<file path="config.mk">
export PLATFORM = sky130hd
export DESIGN_NAME = rpmc_top
export DESIGN_NICKNAME = d
export VERILOG_FILES = /design/src/rpmc_pkg.sv /design/src/rpmc_atten_slew.sv /design/src/rpmc_top.sv
export VERILOG_INCLUDE_DIRS = /design/src /design/src/src
export SDC_FILE = /design/constraint.sdc
export NUM_CORES = 2
export LEC_CHECK = 0
export BUFFER_PORTS_ARGS = -buffer_cell sky130_fd_sc_hd__buf_2
export CAP_MARGIN = 20
export CORE_ASPECT_RATIO = 1.4
export CORE_UTILIZATION = 35
export DETAILED_ROUTE_END_ITERATION = 7
export PLACE_DENSITY = 0.51
export SLEW_MARGIN = 30
export SYNTH_ARGS = -nofsm -noshare
export SYNTH_HDL_FRONTEND = slang
export SYNTH_SLANG_ARGS = --single-unit
</file>
<file path="constraint.sdc">
create_clock -name i_clk_sys -period 16.85 [get_ports i_clk_sys]
set_input_delay 1.685 -clock i_clk_sys [delete_from_list [all_inputs] [get_ports i_clk_sys]]
set_output_delay 1.685 -clock i_clk_sys [all_outputs]
set_load 0.02 [all_outputs]
</file>
<file path="src/rpmc_map.svh">
`ifndef RPMC_MAP_SVH
`define RPMC_MAP_SVH

// ----------------------------------------------------------------
// Register offsets
// ----------------------------------------------------------------
`define RPMC_OFF_SLOT      16'h4018
`define RPMC_OFF_RECCTL    16'h4019
`define RPMC_OFF_ATTEN_L   16'h401A
`define RPMC_OFF_ATTEN_R   16'h401B
`define RPMC_OFF_MIX_L     16'h401C
`define RPMC_OFF_MIX_R     16'h401E

// ----------------------------------------------------------------
// Readable bit masks (reserved bits read zero)
// ----------------------------------------------------------------
`define RPMC_MASK_SLOT     8'h03
`define RPMC_MASK_RECCTL   8'h7F
`define RPMC_MASK_ATTEN    8'hFF
`define RPMC_MASK_MIX_L    8'h3E
`define RPMC_MASK_MIX_R    8'h5E

// ----------------------------------------------------------------
// Field positions
// ----------------------------------------------------------------
`define RPMC_BIT_INVERT    6
`define RPMC_BIT_HPF       5
`define RPMC_BIT_PDM_POL   4
`define RPMC_BIT_PDM_SWAP  3
`define RPMC_BIT_PDM_SEL   2
`define RPMC_BIT_MUTE_L    5
`define RPMC_BIT_MUTE_R    6
`define RPMC_BEEP_LSB      1

// ----------------------------------------------------------------
// Reset values
// ----------------------------------------------------------------
`define RPMC_RST_REG       8'h00

// ----------------------------------------------------------------
// Timing
// ----------------------------------------------------------------
`define RPMC_CLK_HZ        125000000
`define RPMC_FS_HZ         48000
`define RPMC_BCLK_RATIO    128
`define RPMC_BCLK_HALF     (`RPMC_CLK_HZ / (2 * `RPMC_BCLK_RATIO * `RPMC_FS_HZ))
`define RPMC_HPF_SHIFT     12
`define RPMC_ZC_TO_0       256
`define RPMC_ZC_TO_1       512
`define RPMC_ZC_TO_2       1024
`define RPMC_ZC_TO_3       2048

`endif

</file>
<file path="src/rpmc_pkg.sv">
package rpmc_pkg;

  // Beep gain zero-crossing wait state
  typedef enum logic [0:0] {
    ZC_IDLE = 1'b0,
    ZC_WAIT = 1'b1
  } rpmc_zc_state_t;

  // One stereo record word
  typedef struct packed {
    logic signed [23:0] left;
    logic signed [23:0] right;
  } rpmc_pair_t;

endpackage

</file>
<file path="src/rpmc_atten_slew.sv">
`timescale 1ns/1ps

module rpmc_atten_slew
  import rpmc_pkg::*;
#(
  parameter int W = 24
) (
  // Clock and reset
  input  wire logic                i_clk_sys,
  input  wire logic                i_rst_n,
  // Target code from register
  input  wire logic [7:0]          i_target,
  // Sample in, one per audio frame
  input  wire logic                i_valid,
  input  wire logic signed [W-1:0] i_sample,
  // Sample out
  output logic                     o_valid,
  output logic signed [W-1:0]      o_sample,
  output logic [7:0]               o_level
);

  initial begin
    if (W < 8 || W > 32) $error("rpmc_atten_slew: W out of range");
  end

  // ----------------------------------------------------------------
  // Gain lookup: 16 steps of 0.375 dB per 6 dB octave
  // ----------------------------------------------------------------
  function automatic logic [15:0] mant(input logic [3:0] k);
    logic [15:0] m;
    m = 16'h8000;
    unique case (k)
      4'h0: m = 16'h8000;
      4'h1: m = 16'h7A93;
      4'h2: m = 16'h7561;
      4'h3: m = 16'h7067;
      4'h4: m = 16'h6BA3;
      4'h5: m = 16'h6712;
      4'h6: m = 16'h62B4;
      4'h7: m = 16'h5E84;
      4'h8: m = 16'h5A82;
      4'h9: m = 16'h56AC;
      4'hA: m = 16'h5300;
      4'hB: m = 16'h4F7B;
      4'hC: m = 16'h4C1C;
      4'hD: m = 16'h48E2;
      4'hE: m = 16'h45CB;
      4'hF: m = 16'h42D6;
    endcase
    return m;
  endfunction

  typedef struct packed {
    logic                valid;
    logic signed [W-1:0] sample;
    logic [7:0]          level;
  } st_t;

  st_t                     s_q;      // Registered state
  st_t                     s_d;      // Next state
  logic [7:0]              lvl;      // Level after this frame's step
  logic signed [W+16:0]    prod;     // Sample times mantissa

  // ----------------------------------------------------------------
  // Next state
  // ----------------------------------------------------------------
  always_comb begin
    s_d       = s_q;
    s_d.valid = i_valid;
    lvl       = s_q.level;
    // One step toward target per frame
    if (i_valid && s_q.level < i_target) begin
      lvl = s_q.level + 8'h01;
    end else if (i_valid && s_q.level > i_target) begin
      lvl = s_q.level - 8'h01;
    end
    prod = i_sample * $signed({1'b0, mant(lvl[3:0])});
    if (i_valid) begin
      s_d.level  = lvl;
      s_d.sample = W'(prod >>> (15 + int'(lvl[7:4])));
    end
  end

  // State register
  always_ff @(posedge i_clk_sys or negedge i_rst_n) begin
    if (!i_rst_n) begin
      s_q <= '0;
    end else begin
      s_q <= s_d;
    end
  end

  assign o_valid  = s_q.valid;
  assign o_sample = s_q.sample;
  assign o_level  = s_q.level;
endmodule

</file>
<file path="src/rpmc_top.sv">
`timescale 1ns/1ps
`include "rpmc_map.svh"

module rpmc_top
  import rpmc_pkg::*;
#(
  parameter int BCLK_HALF = `RPMC_BCLK_HALF,
  parameter int HPF_SHIFT = `RPMC_HPF_SHIFT,
  parameter int ZC_TO_0   = `RPMC_ZC_TO_0,
  parameter int ZC_TO_1   = `RPMC_ZC_TO_1,
  parameter int ZC_TO_2   = `RPMC_ZC_TO_2,
  parameter int ZC_TO_3   = `RPMC_ZC_TO_3
) (
  // Clock and reset
  input  wire logic        i_clk_sys,
  input  wire logic        i_reset_n,
  // Register port
  input  wire logic        i_reg_wr,
  input  wire logic        i_reg_rd,
  input  wire logic [15:0] i_reg_addr,
  input  wire logic [7:0]  i_reg_wdata,
  output logic [7:0]       o_reg_rdata,
  output logic             o_reg_rvalid,
  // ADC samples in
  input  wire logic        i_adc_valid,
  output logic             o_adc_ready,
  input  wire logic [23:0] i_adc_left,
  input  wire logic [23:0] i_adc_right,
  // Record stream out
  output logic             o_rec_valid,
  input  wire logic        i_rec_ready,
  output logic [23:0]      o_rec_left,
  output logic [23:0]      o_rec_right,
  output logic [1:0]       o_rec_tdm_pair,
  // Converter control
  output logic [1:0]       o_adc_power,
  output logic             o_dac_unmute_left,
  output logic             o_dac_unmute_right,
  // Digital microphone pins
  input  wire logic        i_record_serial_data_pin,
  output logic             o_bclk,
  output logic             o_bclk_oe_n,
  output logic             o_pdm_valid,
  output logic             o_pdm_left,
  output logic             o_pdm_right,
  // Beep
  input  wire logic        i_frame_tick,
  input  wire logic        i_beep_zero_cross,
  input  wire logic        i_zc_enable,
  input  wire logic [1:0]  i_zc_timeout_sel,
  output logic [3:0]       o_beep_gain_left
);

  initial begin
    if (BCLK_HALF < 1 || HPF_SHIFT < 1 || HPF_SHIFT > 20) $error("rpmc_top: bad parameter");
    if (ZC_TO_0 < 1 || ZC_TO_1 < 1 || ZC_TO_2 < 1 || ZC_TO_3 < 1) $error("rpmc_top: bad timeout");
  end

  localparam int AW = 24 + HPF_SHIFT + 2;   // High-pass accumulator width

  // ----------------------------------------------------------------
  // Helpers
  // ----------------------------------------------------------------
  function automatic logic hit(input logic [15:0] a, input logic [15:0] off);
    return a == off;
  endfunction

  function automatic logic [23:0] neg_sat(input logic [23:0] x);
    return (x == 24'h80_0000) ? 24'h7F_FFFF : 24'(-x);
  endfunction

  function automatic logic [11:0] zc_limit(input logic [1:0] sel);
    unique case (sel)
      2'b00: return 12'(ZC_TO_0 - 1);
      2'b01: return 12'(ZC_TO_1 - 1);
      2'b10: return 12'(ZC_TO_2 - 1);
      2'b11: return 12'(ZC_TO_3 - 1);
    endcase
  endfunction

  // ----------------------------------------------------------------
  // State
  // ----------------------------------------------------------------
  typedef struct packed {
    logic [7:0]            slot;      // Record TDM pair
    logic [7:0]            recctl;    // Record path control
    logic [7:0]            att_l;     // Left attenuator target
    logic [7:0]            att_r;     // Right attenuator target
    logic [7:0]            mix_l;     // Left mixer
    logic [7:0]            mix_r;     // Right mixer
    logic [7:0]            rdata;     // Read data
    logic                  rvalid;    // Read answer strobe
    logic                  ready;     // Input acceptance
    logic                  stg_v;     // Processed sample valid
    rpmc_pair_t            stg;       // Processed sample
    rpmc_pair_t            x1;        // Previous input per channel
    logic signed [AW-1:0]  acc_l;     // Left high-pass state
    logic signed [AW-1:0]  acc_r;     // Right high-pass state
    rpmc_pair_t [1:0]      mem;       // Two-entry buffer
    logic                  wp;        // Write pointer
    logic                  rp;        // Read pointer
    logic [1:0]            cnt;       // Buffer fill
    logic                  out_v;     // Stream valid
    rpmc_pair_t            out;       // Stream word
    logic [1:0]            adc_pwr;   // ADC power
    logic [15:0]           div;       // Bit clock divider
    logic                  bclk;      // Bit clock level
    logic                  bclk_oe_n; // Bit clock drive enable
    logic                  pdm_v;     // Mic pair strobe
    logic                  pdm_l;     // Left mic bit
    logic                  pdm_r;     // Right mic bit
    rpmc_zc_state_t        zc;        // Beep wait state
    logic [3:0]            beep_pend; // Pending beep gain
    logic [3:0]            beep;      // Applied beep gain
    logic [11:0]           zc_cnt;    // Timeout frame count
  } st_t;

  st_t                   s_q;        // Registered state
  st_t                   s_d;        // Next state
  logic                  rst_meta;   // Reset synchroniser stage 1
  logic                  rst_n;      // Synchronised reset
  logic                  sl_v_l;     // Left attenuator out valid
  logic                  sl_v_r;     // Right attenuator out valid
  logic signed [23:0]    sl_l;       // Left attenuated sample
  logic signed [23:0]    sl_r;       // Right attenuated sample
  logic                  acc_in;     // Sample accepted this cycle
  logic                  wr_in;      // Buffer write this cycle
  logic                  rd_out;     // Buffer read this cycle
  logic [23:0]           xl;         // Gated left input
  logic [23:0]           xr;         // Gated right input
  logic signed [AW-1:0]  al;         // Left accumulator next
  logic signed [AW-1:0]  ar;         // Right accumulator next
  logic                  edge_ev;    // Bit clock edge event
  logic                  pulse;      // Mic pulse bit

  // ----------------------------------------------------------------
  // Reset release
  // ----------------------------------------------------------------
  always_ff @(posedge i_clk_sys or negedge i_reset_n) begin
    if (!i_reset_n) begin
      rst_meta <= 1'b0;
      rst_n    <= 1'b0;
    end else begin
      rst_meta <= 1'b1;
      rst_n    <= rst_meta;
    end
  end

  // ----------------------------------------------------------------
  // Attenuators
  // ----------------------------------------------------------------
  rpmc_atten_slew #(.W(24)) u_slew_l (
    .i_clk_sys (i_clk_sys),
    .i_rst_n   (rst_n),
    .i_target  (s_q.att_l),
    .i_valid   (s_q.stg_v),
    .i_sample  (s_q.stg.left),
    .o_valid   (sl_v_l),
    .o_sample  (sl_l),
    .o_level   ()
  );

  rpmc_atten_slew #(.W(24)) u_slew_r (
    .i_clk_sys (i_clk_sys),
    .i_rst_n   (rst_n),
    .i_target  (s_q.att_r),
    .i_valid   (s_q.stg_v),
    .i_sample  (s_q.stg.right),
    .o_valid   (sl_v_r),
    .o_sample  (sl_r),
    .o_level   ()
  );

  // ----------------------------------------------------------------
  // Next state
  // ----------------------------------------------------------------
  always_comb begin
    s_d      = s_q;
    s_d.rvalid = 1'b0;
    s_d.pdm_v  = 1'b0;
    // Register writes, reserved bits dropped
    if (i_reg_wr) begin
      if (hit(i_reg_addr, `RPMC_OFF_SLOT))    s_d.slot   = i_reg_wdata & `RPMC_MASK_SLOT;
      if (hit(i_reg_addr, `RPMC_OFF_RECCTL))  s_d.recctl = i_reg_wdata & `RPMC_MASK_RECCTL;
      if (hit(i_reg_addr, `RPMC_OFF_ATTEN_L)) s_d.att_l  = i_reg_wdata;
      if (hit(i_reg_addr, `RPMC_OFF_ATTEN_R)) s_d.att_r  = i_reg_wdata;
      if (hit(i_reg_addr, `RPMC_OFF_MIX_L))   s_d.mix_l  = i_reg_wdata & `RPMC_MASK_MIX_L;
      if (hit(i_reg_addr, `RPMC_OFF_MIX_R))   s_d.mix_r  = i_reg_wdata & `RPMC_MASK_MIX_R;
    end
    // Register reads, unmapped reads zero
    if (i_reg_rd) begin
      s_d.rvalid = 1'b1;
      s_d.rdata  = 8'h00;
      if (hit(i_reg_addr, `RPMC_OFF_SLOT))    s_d.rdata = s_q.slot;
      if (hit(i_reg_addr, `RPMC_OFF_RECCTL))  s_d.rdata = s_q.recctl;
      if (hit(i_reg_addr, `RPMC_OFF_ATTEN_L)) s_d.rdata = s_q.att_l;
      if (hit(i_reg_addr, `RPMC_OFF_ATTEN_R)) s_d.rdata = s_q.att_r;
      if (hit(i_reg_addr, `RPMC_OFF_MIX_L))   s_d.rdata = s_q.mix_l;
      if (hit(i_reg_addr, `RPMC_OFF_MIX_R))   s_d.rdata = s_q.mix_r;
    end
    // ADC power follows enable unless mics selected
    s_d.adc_pwr = s_q.recctl[`RPMC_BIT_PDM_SEL] ? 2'b00 : s_q.recctl[1:0];
    // Input stage: gate, invert, high-pass
    acc_in = i_adc_valid && s_q.ready;
    xl = s_q.adc_pwr[0] ? i_adc_left : 24'h00_0000;
    xr = s_q.adc_pwr[1] ? i_adc_right : 24'h00_0000;
    if (s_q.recctl[`RPMC_BIT_INVERT]) begin
      xl = neg_sat(xl);
      xr = neg_sat(xr);
    end
    al = (AW'($signed(xl)) - AW'($signed(s_q.x1.left)) <<< HPF_SHIFT) + s_q.acc_l - (s_q.acc_l >>> HPF_SHIFT);
    ar = (AW'($signed(xr)) - AW'($signed(s_q.x1.right)) <<< HPF_SHIFT) + s_q.acc_r - (s_q.acc_r >>> HPF_SHIFT);
    s_d.stg_v = acc_in;
    if (acc_in) begin
      s_d.x1.left  = xl;
      s_d.x1.right = xr;
      s_d.acc_l    = al;
      s_d.acc_r    = ar;
      if (s_q.recctl[`RPMC_BIT_HPF]) begin
        s_d.stg.left  = 24'(al >>> HPF_SHIFT);
        s_d.stg.right = 24'(ar >>> HPF_SHIFT);
      end else begin
        s_d.stg.left  = xl;
        s_d.stg.right = xr;
      end
    end
    // Two-entry buffer
    wr_in  = sl_v_l && sl_v_r;
    rd_out = s_q.out_v && i_rec_ready;
    if (wr_in) begin
      s_d.mem[s_q.wp] = '{left: sl_l, right: sl_r};
      s_d.wp          = !s_q.wp;
    end
    if (rd_out) begin
      s_d.rp = !s_q.rp;
    end
    s_d.cnt   = s_q.cnt + 2'(wr_in) - 2'(rd_out);
    s_d.out_v = s_d.cnt != 2'b00;
    s_d.out   = s_d.mem[s_d.rp];
    // Stall input so in-flight words always fit
    s_d.ready = (3'(s_d.cnt) + 3'(s_d.stg_v) + 3'(s_q.stg_v)) < 3'd2;
    // Bit clock master for microphones
    edge_ev = 1'b0;
    if (s_q.recctl[`RPMC_BIT_PDM_SEL]) begin
      s_d.bclk_oe_n = 1'b0;
      if (s_q.div == 16'(BCLK_HALF - 1)) begin
        s_d.div  = 16'h0000;
        s_d.bclk = !s_q.bclk;
        edge_ev  = 1'b1;
      end else begin
        s_d.div = s_q.div + 16'h0001;
      end
    end else begin
      s_d.bclk_oe_n = 1'b1;
      s_d.bclk      = 1'b0;
      s_d.div       = 16'h0000;
    end
    // Mic capture: edge picks channel, polarity picks pulse level
    pulse = i_record_serial_data_pin ^ !s_q.recctl[`RPMC_BIT_PDM_POL];
    if (edge_ev) begin
      if (s_d.bclk ^ s_q.recctl[`RPMC_BIT_PDM_SWAP]) begin
        s_d.pdm_l = pulse;
      end else begin
        s_d.pdm_r = pulse;
      end
      s_d.pdm_v = !s_d.bclk;
    end
    // Beep gain, held until zero crossing or timeout
    if (i_reg_wr && hit(i_reg_addr, `RPMC_OFF_MIX_L)) begin
      s_d.beep_pend = i_reg_wdata[`RPMC_BEEP_LSB +: 4];
      s_d.zc_cnt    = 12'h000;
      if (i_zc_enable) begin
        s_d.zc = ZC_WAIT;
      end else begin
        s_d.zc   = ZC_IDLE;
        s_d.beep = i_reg_wdata[`RPMC_BEEP_LSB +: 4];
      end
    end else begin
      unique case (s_q.zc)
        ZC_IDLE: begin
          s_d.zc_cnt = 12'h000;
        end
        ZC_WAIT: begin
          if (i_beep_zero_cross) begin
            s_d.beep = s_q.beep_pend;
            s_d.zc   = ZC_IDLE;
          end else if (i_frame_tick && s_q.zc_cnt >= zc_limit(i_zc_timeout_sel)) begin
            s_d.beep = s_q.beep_pend;
            s_d.zc   = ZC_IDLE;
          end else if (i_frame_tick) begin
            s_d.zc_cnt = s_q.zc_cnt + 12'h001;
          end
        end
      endcase
    end
  end

  // State register
  always_ff @(posedge i_clk_sys or negedge rst_n) begin
    if (!rst_n) begin
      s_q           <= '0;
      s_q.ready     <= 1'b1;
      s_q.bclk_oe_n <= 1'b1;
      s_q.zc        <= ZC_IDLE;
    end else begin
      s_q <= s_d;
    end
  end

  // ----------------------------------------------------------------
  // Outputs
  // ----------------------------------------------------------------
  assign o_reg_rdata        = s_q.rdata;
  assign o_reg_rvalid       = s_q.rvalid;
  assign o_adc_ready        = s_q.ready;
  assign o_rec_valid        = s_q.out_v;
  assign o_rec_left         = s_q.out.left;
  assign o_rec_right        = s_q.out.right;
  assign o_rec_tdm_pair     = s_q.slot[1:0];
  assign o_adc_power        = s_q.adc_pwr;
  assign o_dac_unmute_left  = s_q.mix_l[`RPMC_BIT_MUTE_L];
  assign o_dac_unmute_right = s_q.mix_r[`RPMC_BIT_MUTE_R];
  assign o_bclk             = s_q.bclk;
  assign o_bclk_oe_n        = s_q.bclk_oe_n;
  assign o_pdm_valid        = s_q.pdm_v;
  assign o_pdm_left         = s_q.pdm_l;
  assign o_pdm_right        = s_q.pdm_r;
  assign o_beep_gain_left   = s_q.beep;
endmodule

</file>
[Yosys cells after proc, flatten, opt, wreduce, memory -nomap -nowiden]
Memories as Yosys holds them, arrays and structs flattened.
Cells that the tools add are included.
Cells by class
  add/sub/neg operators: 20
  $mul: 2
  magnitude comparators: 9
  equality and inequality tests: 16
  shift-type cells: 2
  mux-type cells: 52
  bitwise gates (word level): 4
  reduce and logical (&&, ||, !) cells: 28
Operator list (count)
  48-bit 2-to-1 mux: 4
  24-bit 2-to-1 mux: 6
  97-bit 2-to-1 mux: 1
  96-bit bitwise mux: 1
  16-bit by 15-bit equality test with 1-bit output, second input constant: 6
  24-bit by 17-bit multiplier with 41-bit output: 2
  41-bit by 32-bit >>> shifter with 24-bit output: 2
  37-bit by 38-bit adder with 38-bit output: 2
  38-bit by 26-bit subtractor with 38-bit output: 2
  12-bit 2-to-1 mux: 6
  8-bit 2-to-1 mux: 9
  24-bit by 24-bit subtractor with 25-bit output: 2
  48-bit demux with 1-bit select: 1
  24-bit equality test, second input constant: 2
  24-bit negation: 2
  12-bit one-hot mux with 4 select lines: 1
  16-bit 2-to-1 mux: 2
  12-bit one-hot mux with 2 select lines: 1
  18-bit 2-to-1 mux: 1
  16-bit by 1-bit adder with 16-bit output, second input constant: 1
  8-bit by 1-bit adder with 8-bit output, second input constant: 2
  16-bit by 4-bit equality test with 1-bit output, second input constant: 1
  8-bit greater-than comparator: 2
  8-bit less-than comparator: 2
  29 further kinds: 72
Word-level totals
  bits in registers: 478
  ROM bits: 512
  input bits: 84
  output and inout port bits: 74
  logic and storage cells: 179
  memories kept: 2
Memory list
  (name not given): words 16, bits a word 16, read ports 1, clocked after memory_dff 0, wr ports 0, RTL line rpmc_atten_slew.sv:32  | unique case (k)
  (name not given): words 16, bits a word 16, read ports 1, clocked after memory_dff 0, wr ports 0, RTL line rpmc_atten_slew.sv:32

[Logic depth before layout (Yosys ltp)]
  depth after elaboration: 11
  gate-level depth with buffers: 42

[Hierarchy]
Synthesis repeated with hierarchy kept, for this count alone.
Second synthesis, totals
  cell total of the unflattened synthesis: 7359
  area, all modules: 64225.3 um2
Modules (own cells, without submodules)
  rpmc_top: times used 1, cells each 2856, area an instance 26023.7 um2
  rpmc_atten_slew at u_slew_r: times used 1, cells each 2265, area an instance 19122.1 um2
  rpmc_atten_slew at u_slew_l: times used 1, cells each 2238, area an instance 19079.5 um2

[Worst setup path after synthesis]
Ideal clock, no wire load.
  path type: register -> register
  start: register u_slew_r.s_q (netlist bit u_slew_r.o_level[1])
  end: register u_slew_r.s_q (netlist bit u_slew_r.o_sample[4])
  library setup time: 0.126 ns
  data arrival time: 9.813 ns
  path slack: 6.911 ns
  cell stages (with the launch flop): 37
  path buffers: 3
  clock period less this slack: 9.939 ns
  path through: dfrtp_1 > ha_1 > nor2b_1 > o211ai_1 > a21o_1 > a21oi_1 > nor2_1 > xnor2_1 > inv_1 > ha_1 > or2_2 > nor3b_1 > a21oi_1 > clkbuf_1 > nand2_1 > fa_1 > inv_1 > fa_1 > inv_1 > fa_1 > fa_1 > fa_1 > fa_1 > inv_1 > ha_1 > buf_2 > and3_1 > buf_4 > a221o_1 > a31o_1 > a22o_1 > nor4_1 > nor4_1 > a31oi_1 > mux2i_1 > mux4_2 > a221o_1
Between the ends
  word-level cells in the longest chain between the ends: 7
Ends and longest elaborated chain
  start: declaration: RTL line rpmc_atten_slew.sv:59  | st_t s_q;
  start signal: assignment: RTL line rpmc_atten_slew.sv:87  | s_q <= '0;
  start signal: assignment: RTL line rpmc_atten_slew.sv:89  | s_q <= s_d;
  8-bit greater-than comparator: RTL line rpmc_atten_slew.sv:74  | end else if (i_valid && s_q.level > i_target) begin
  1-bit logical AND: RTL line rpmc_atten_slew.sv:74
  8-bit 2-to-1 mux: RTL line rpmc_atten_slew.sv:74
  8-bit 2-to-1 mux *: RTL line rpmc_atten_slew.sv:72  | if (i_valid && s_q.level < i_target) begin
  net u_slew_r.lvl[0]: RTL line rpmc_atten_slew.sv:61  | logic [7:0] lvl;
  memory read 16 x 16 bit *
  24-bit by 17-bit multiplier with 41-bit output *: RTL line rpmc_atten_slew.sv:77  | prod = i_sample * $signed({1'b0, mant(lvl[3:0])});
  41-bit by 32-bit >>> shifter with 24-bit output *: RTL line rpmc_atten_slew.sv:80  | s_d.sample = W'(prod >>> (15 + int'(lvl[7:4])));
Mark *: on every way through the listed nets, which the timed path passes. The rest lies on a longest branch.
A chain may end at the register's enable or synchronous reset.

[Worst setup path in the final report]
  start: register u_slew_r.s_q (netlist bit u_slew_r.o_level[4])
  end: register u_slew_r.s_q (netlist bit u_slew_r.o_sample[4])
The elaborated chain is that of the path after synthesis.

==> flow_summary.yaml <==
detailed_routing:
  routedWlPerCell_um: 19.2
  drtAntennaViolNets: 0
  totalWireLength_um: 183000
  firstDrtPassIters: 6
  first_iter_violations: 2515
  vias_per_cell: 5.15
  vias: 49100
  route.detailed.drc: 0
worst_setup_path:
  reg2reg_slack_ns: 5.70
  start_kind: "flip-flop"
  critPathSlowestCell: "xnor2_1"
  crit_top_cell: "fa_1"
  slowest_delay_ns: 0.74
  end_kind: "flip-flop"
  path_buf_inv: 5
  cp_top_family: "adder cells"
  cp.required_ns: 17.42
  r2r-start: "u_slew_r.o_level[4]"
  r2r_end: "u_slew_r.o_sample[4]"
  cp_data_arrival_time_ns: 11.72
  path_class: "reg -> reg"
  worstPathMaxFanout: 25
  rr_worst_depth: 33
synthesis:
  synthCells: 7162
  yosysSeqAreaShare_pct: 18.7
  syn_nets: 8447
  syn_avg_cell_area_um2: 8.86
  synth_top_area_share_pct: 25.5
  synth_area_um2: 63400
  yosys_most_used_dff: "dfrtp_1"
  yosysUniqueCellTypes: 108
  async_flop_share_pct: 100
  synth_warnings: 0
  synth_edf_count: 0
  yosysTopAreaCell: "fa_1"
  netlist_top_cells_area: "fa_1, dfrtp_1, ha_1"
  synth_seq_cells: 474
die:
  die_x_um: 362
  core_area_um2: 180000
  rows: 184
  die_h_um: 506
  io_pins: 158
  dieArea_um2: 183000
  start_util_pct: 35.3
cells_and_area:
  area_growth_pct: 7.52
  nFillCells: 18400
  layout_commonest_cell: "inv_1"
  mostFrequentLayoutCells: "inv_1, nand2_1, fa_1"
  final_nets: 8347
  drive_above_1_share_pct: 9.29
  multi_input_area_um2: 45400
  seq_area_um2: 11900
clock_tree:
  clkTransAtPathRegs_ns: 0.06
  cts_resized: 0
  cts_tree: "built"
  clk_latency_ns: 0.73
  cts_root_buf: "clkbuf_16"
  clockBufferDepth: 3
  post-cts-setup-buffers: 0
  cts_inserted_buffers: 57
  cts.sinks: 474
  htreeDepth: 2
  ctsHoldBuffers: 0
placement:
  dp_hpwl_um: 145000
  globalplace.congestion: 0.919
  io_buffers: 157
sta:
  setup_viol: 0
  fin_tns_setup_ns: 0
  max_freq_mhz: 89.7
  min_period_ns: 11.15
  grt_setup_unrepaired: "no"
  hold_viol: 0
  drv_slew: 0
  tightest_slew_ns: 0.985
  maxSlewHeadroom_pct: 33.8
  finalClockSkew_ns: 0.106
  period_share_pct: 66.2
global_route:
  grt_pass1_vias: 52400
  grt_usage_pct: 20.3
  overflow: 0
  grt_max_degree: 103
  antenna_found_initial: 15
  grt_pass1_wl_um: 297000
flow_run:
  cap_violations: 0
worst_hold_path:
  holdCritPathClass: "reg -> async"
outcome:
  status: "finished clean"
-- stage by stage --
| stage | utilization (%) | std cells | setup slack, ns | hold WS (ns) | instance area, um^2 |
|---|---|---|---|---|---|
| 5_1_grt | 37.9 | 9529 | 4.81 | 0.331 | 68200 |
| 2_1_floorplan | - | 7162 | 2.66 | 0.331 | 63400 |
| 3_3_place_gp | 36.8 | 9420 | 5.74 | 0.302 | 66100 |
| 6_report | 37.9 | 9530 | 5.70 | 0.279 | 68200 |
| 4_1_cts | 37.9 | 9523 | 5.62 | 0.309 | 68200 |
| 3_5_place_dp | 36.8 | 9420 | 5.68 | 0.302 | 66100 |
-- routing by layer --
metal | GRT usage (%) | vias to the layer above | part of all wire (%)
met4 | 5.05 | 14 | 2.4
met2 | 34.9 | 983 | 48
met5 | 0 | - | 0.045
met1 | 27.0 | 24700 | 45
met3 | 2.36 | 247 | 4.1
li1 | - | 23100 | -
-- cell families (layout without fill, tap and decap cells) --
kind of cell	after synthesis	count (layout)	share of synthesized area, %
adders and majority gates	1201	1201	33.2
muxes	329	329	6.30
other	1	7	0.00591
DFF	474	474	18.7
and+or+nand+nor	2039	2039	15.3
xor gates and xnor gates	220	220	3.14
buffers and inverters	1599	1543	10.0
AOI/OAI and AO/OA	1299	1299	13.2
-- sequential cells by signal, indices dropped and copies added, names as in the netlist, 2 cells and up --
name,count
s_q,333
o_rec_left,24
o_rec_right,24
u_slew_l.o_sample,24
u_slew_r.o_sample,24
o_reg_rdata,8
u_slew_l.o_level,8
u_slew_r.o_level,8
o_beep_gain_left,4
o_adc_power,2
o_rec_tdm_pair,2
-- final cells by class --
class,count,share of cell area (%)
clock inverter,34,0.741
sequential,474,17.4
multi-input combinational,5089,66.5
tap,2418,4.43
antenna,6,0.0220
inverter,1209,6.66
timing repair buffer,231,1.99
clock buffer,69,2.27
-- worst max path at each step --
stage,from,endpoint,slack [ns],depth (start not counted)
2_1_floorplan,rst_n,o_adc_power[0],2.66,0
3_3_place_gp,u_slew_l.o_level[6],u_slew_l.o_sample[9],5.74,31
3_5_place_dp,s_q[401],u_slew_l.o_sample[18],5.68,33
4_1_cts,u_slew_l.o_level[6],u_slew_l.o_sample[18],5.62,31
5_1_grt,u_slew_l.o_level[6],u_slew_l.o_sample[16],4.81,35
6_report,u_slew_r.o_level[4],u_slew_r.o_sample[4],5.70,33
-- Yosys cell counts, types with 146 or more instances --
cell type / instances
inv_1: 1204
nand2_1: 829
fa_1: 808
dfrtp_1: 472
and2_1: 397
ha_1: 393
o21ai_0: 357
nor2_1: 321
a21oi_1: 297
clkbuf_1: 258
mux2_2: 194
xnor2_1: 146
Power is left out: the tool's default activity adds up to more than one toggle a clock period on the data nets, which glitch-free logic cannot reach.
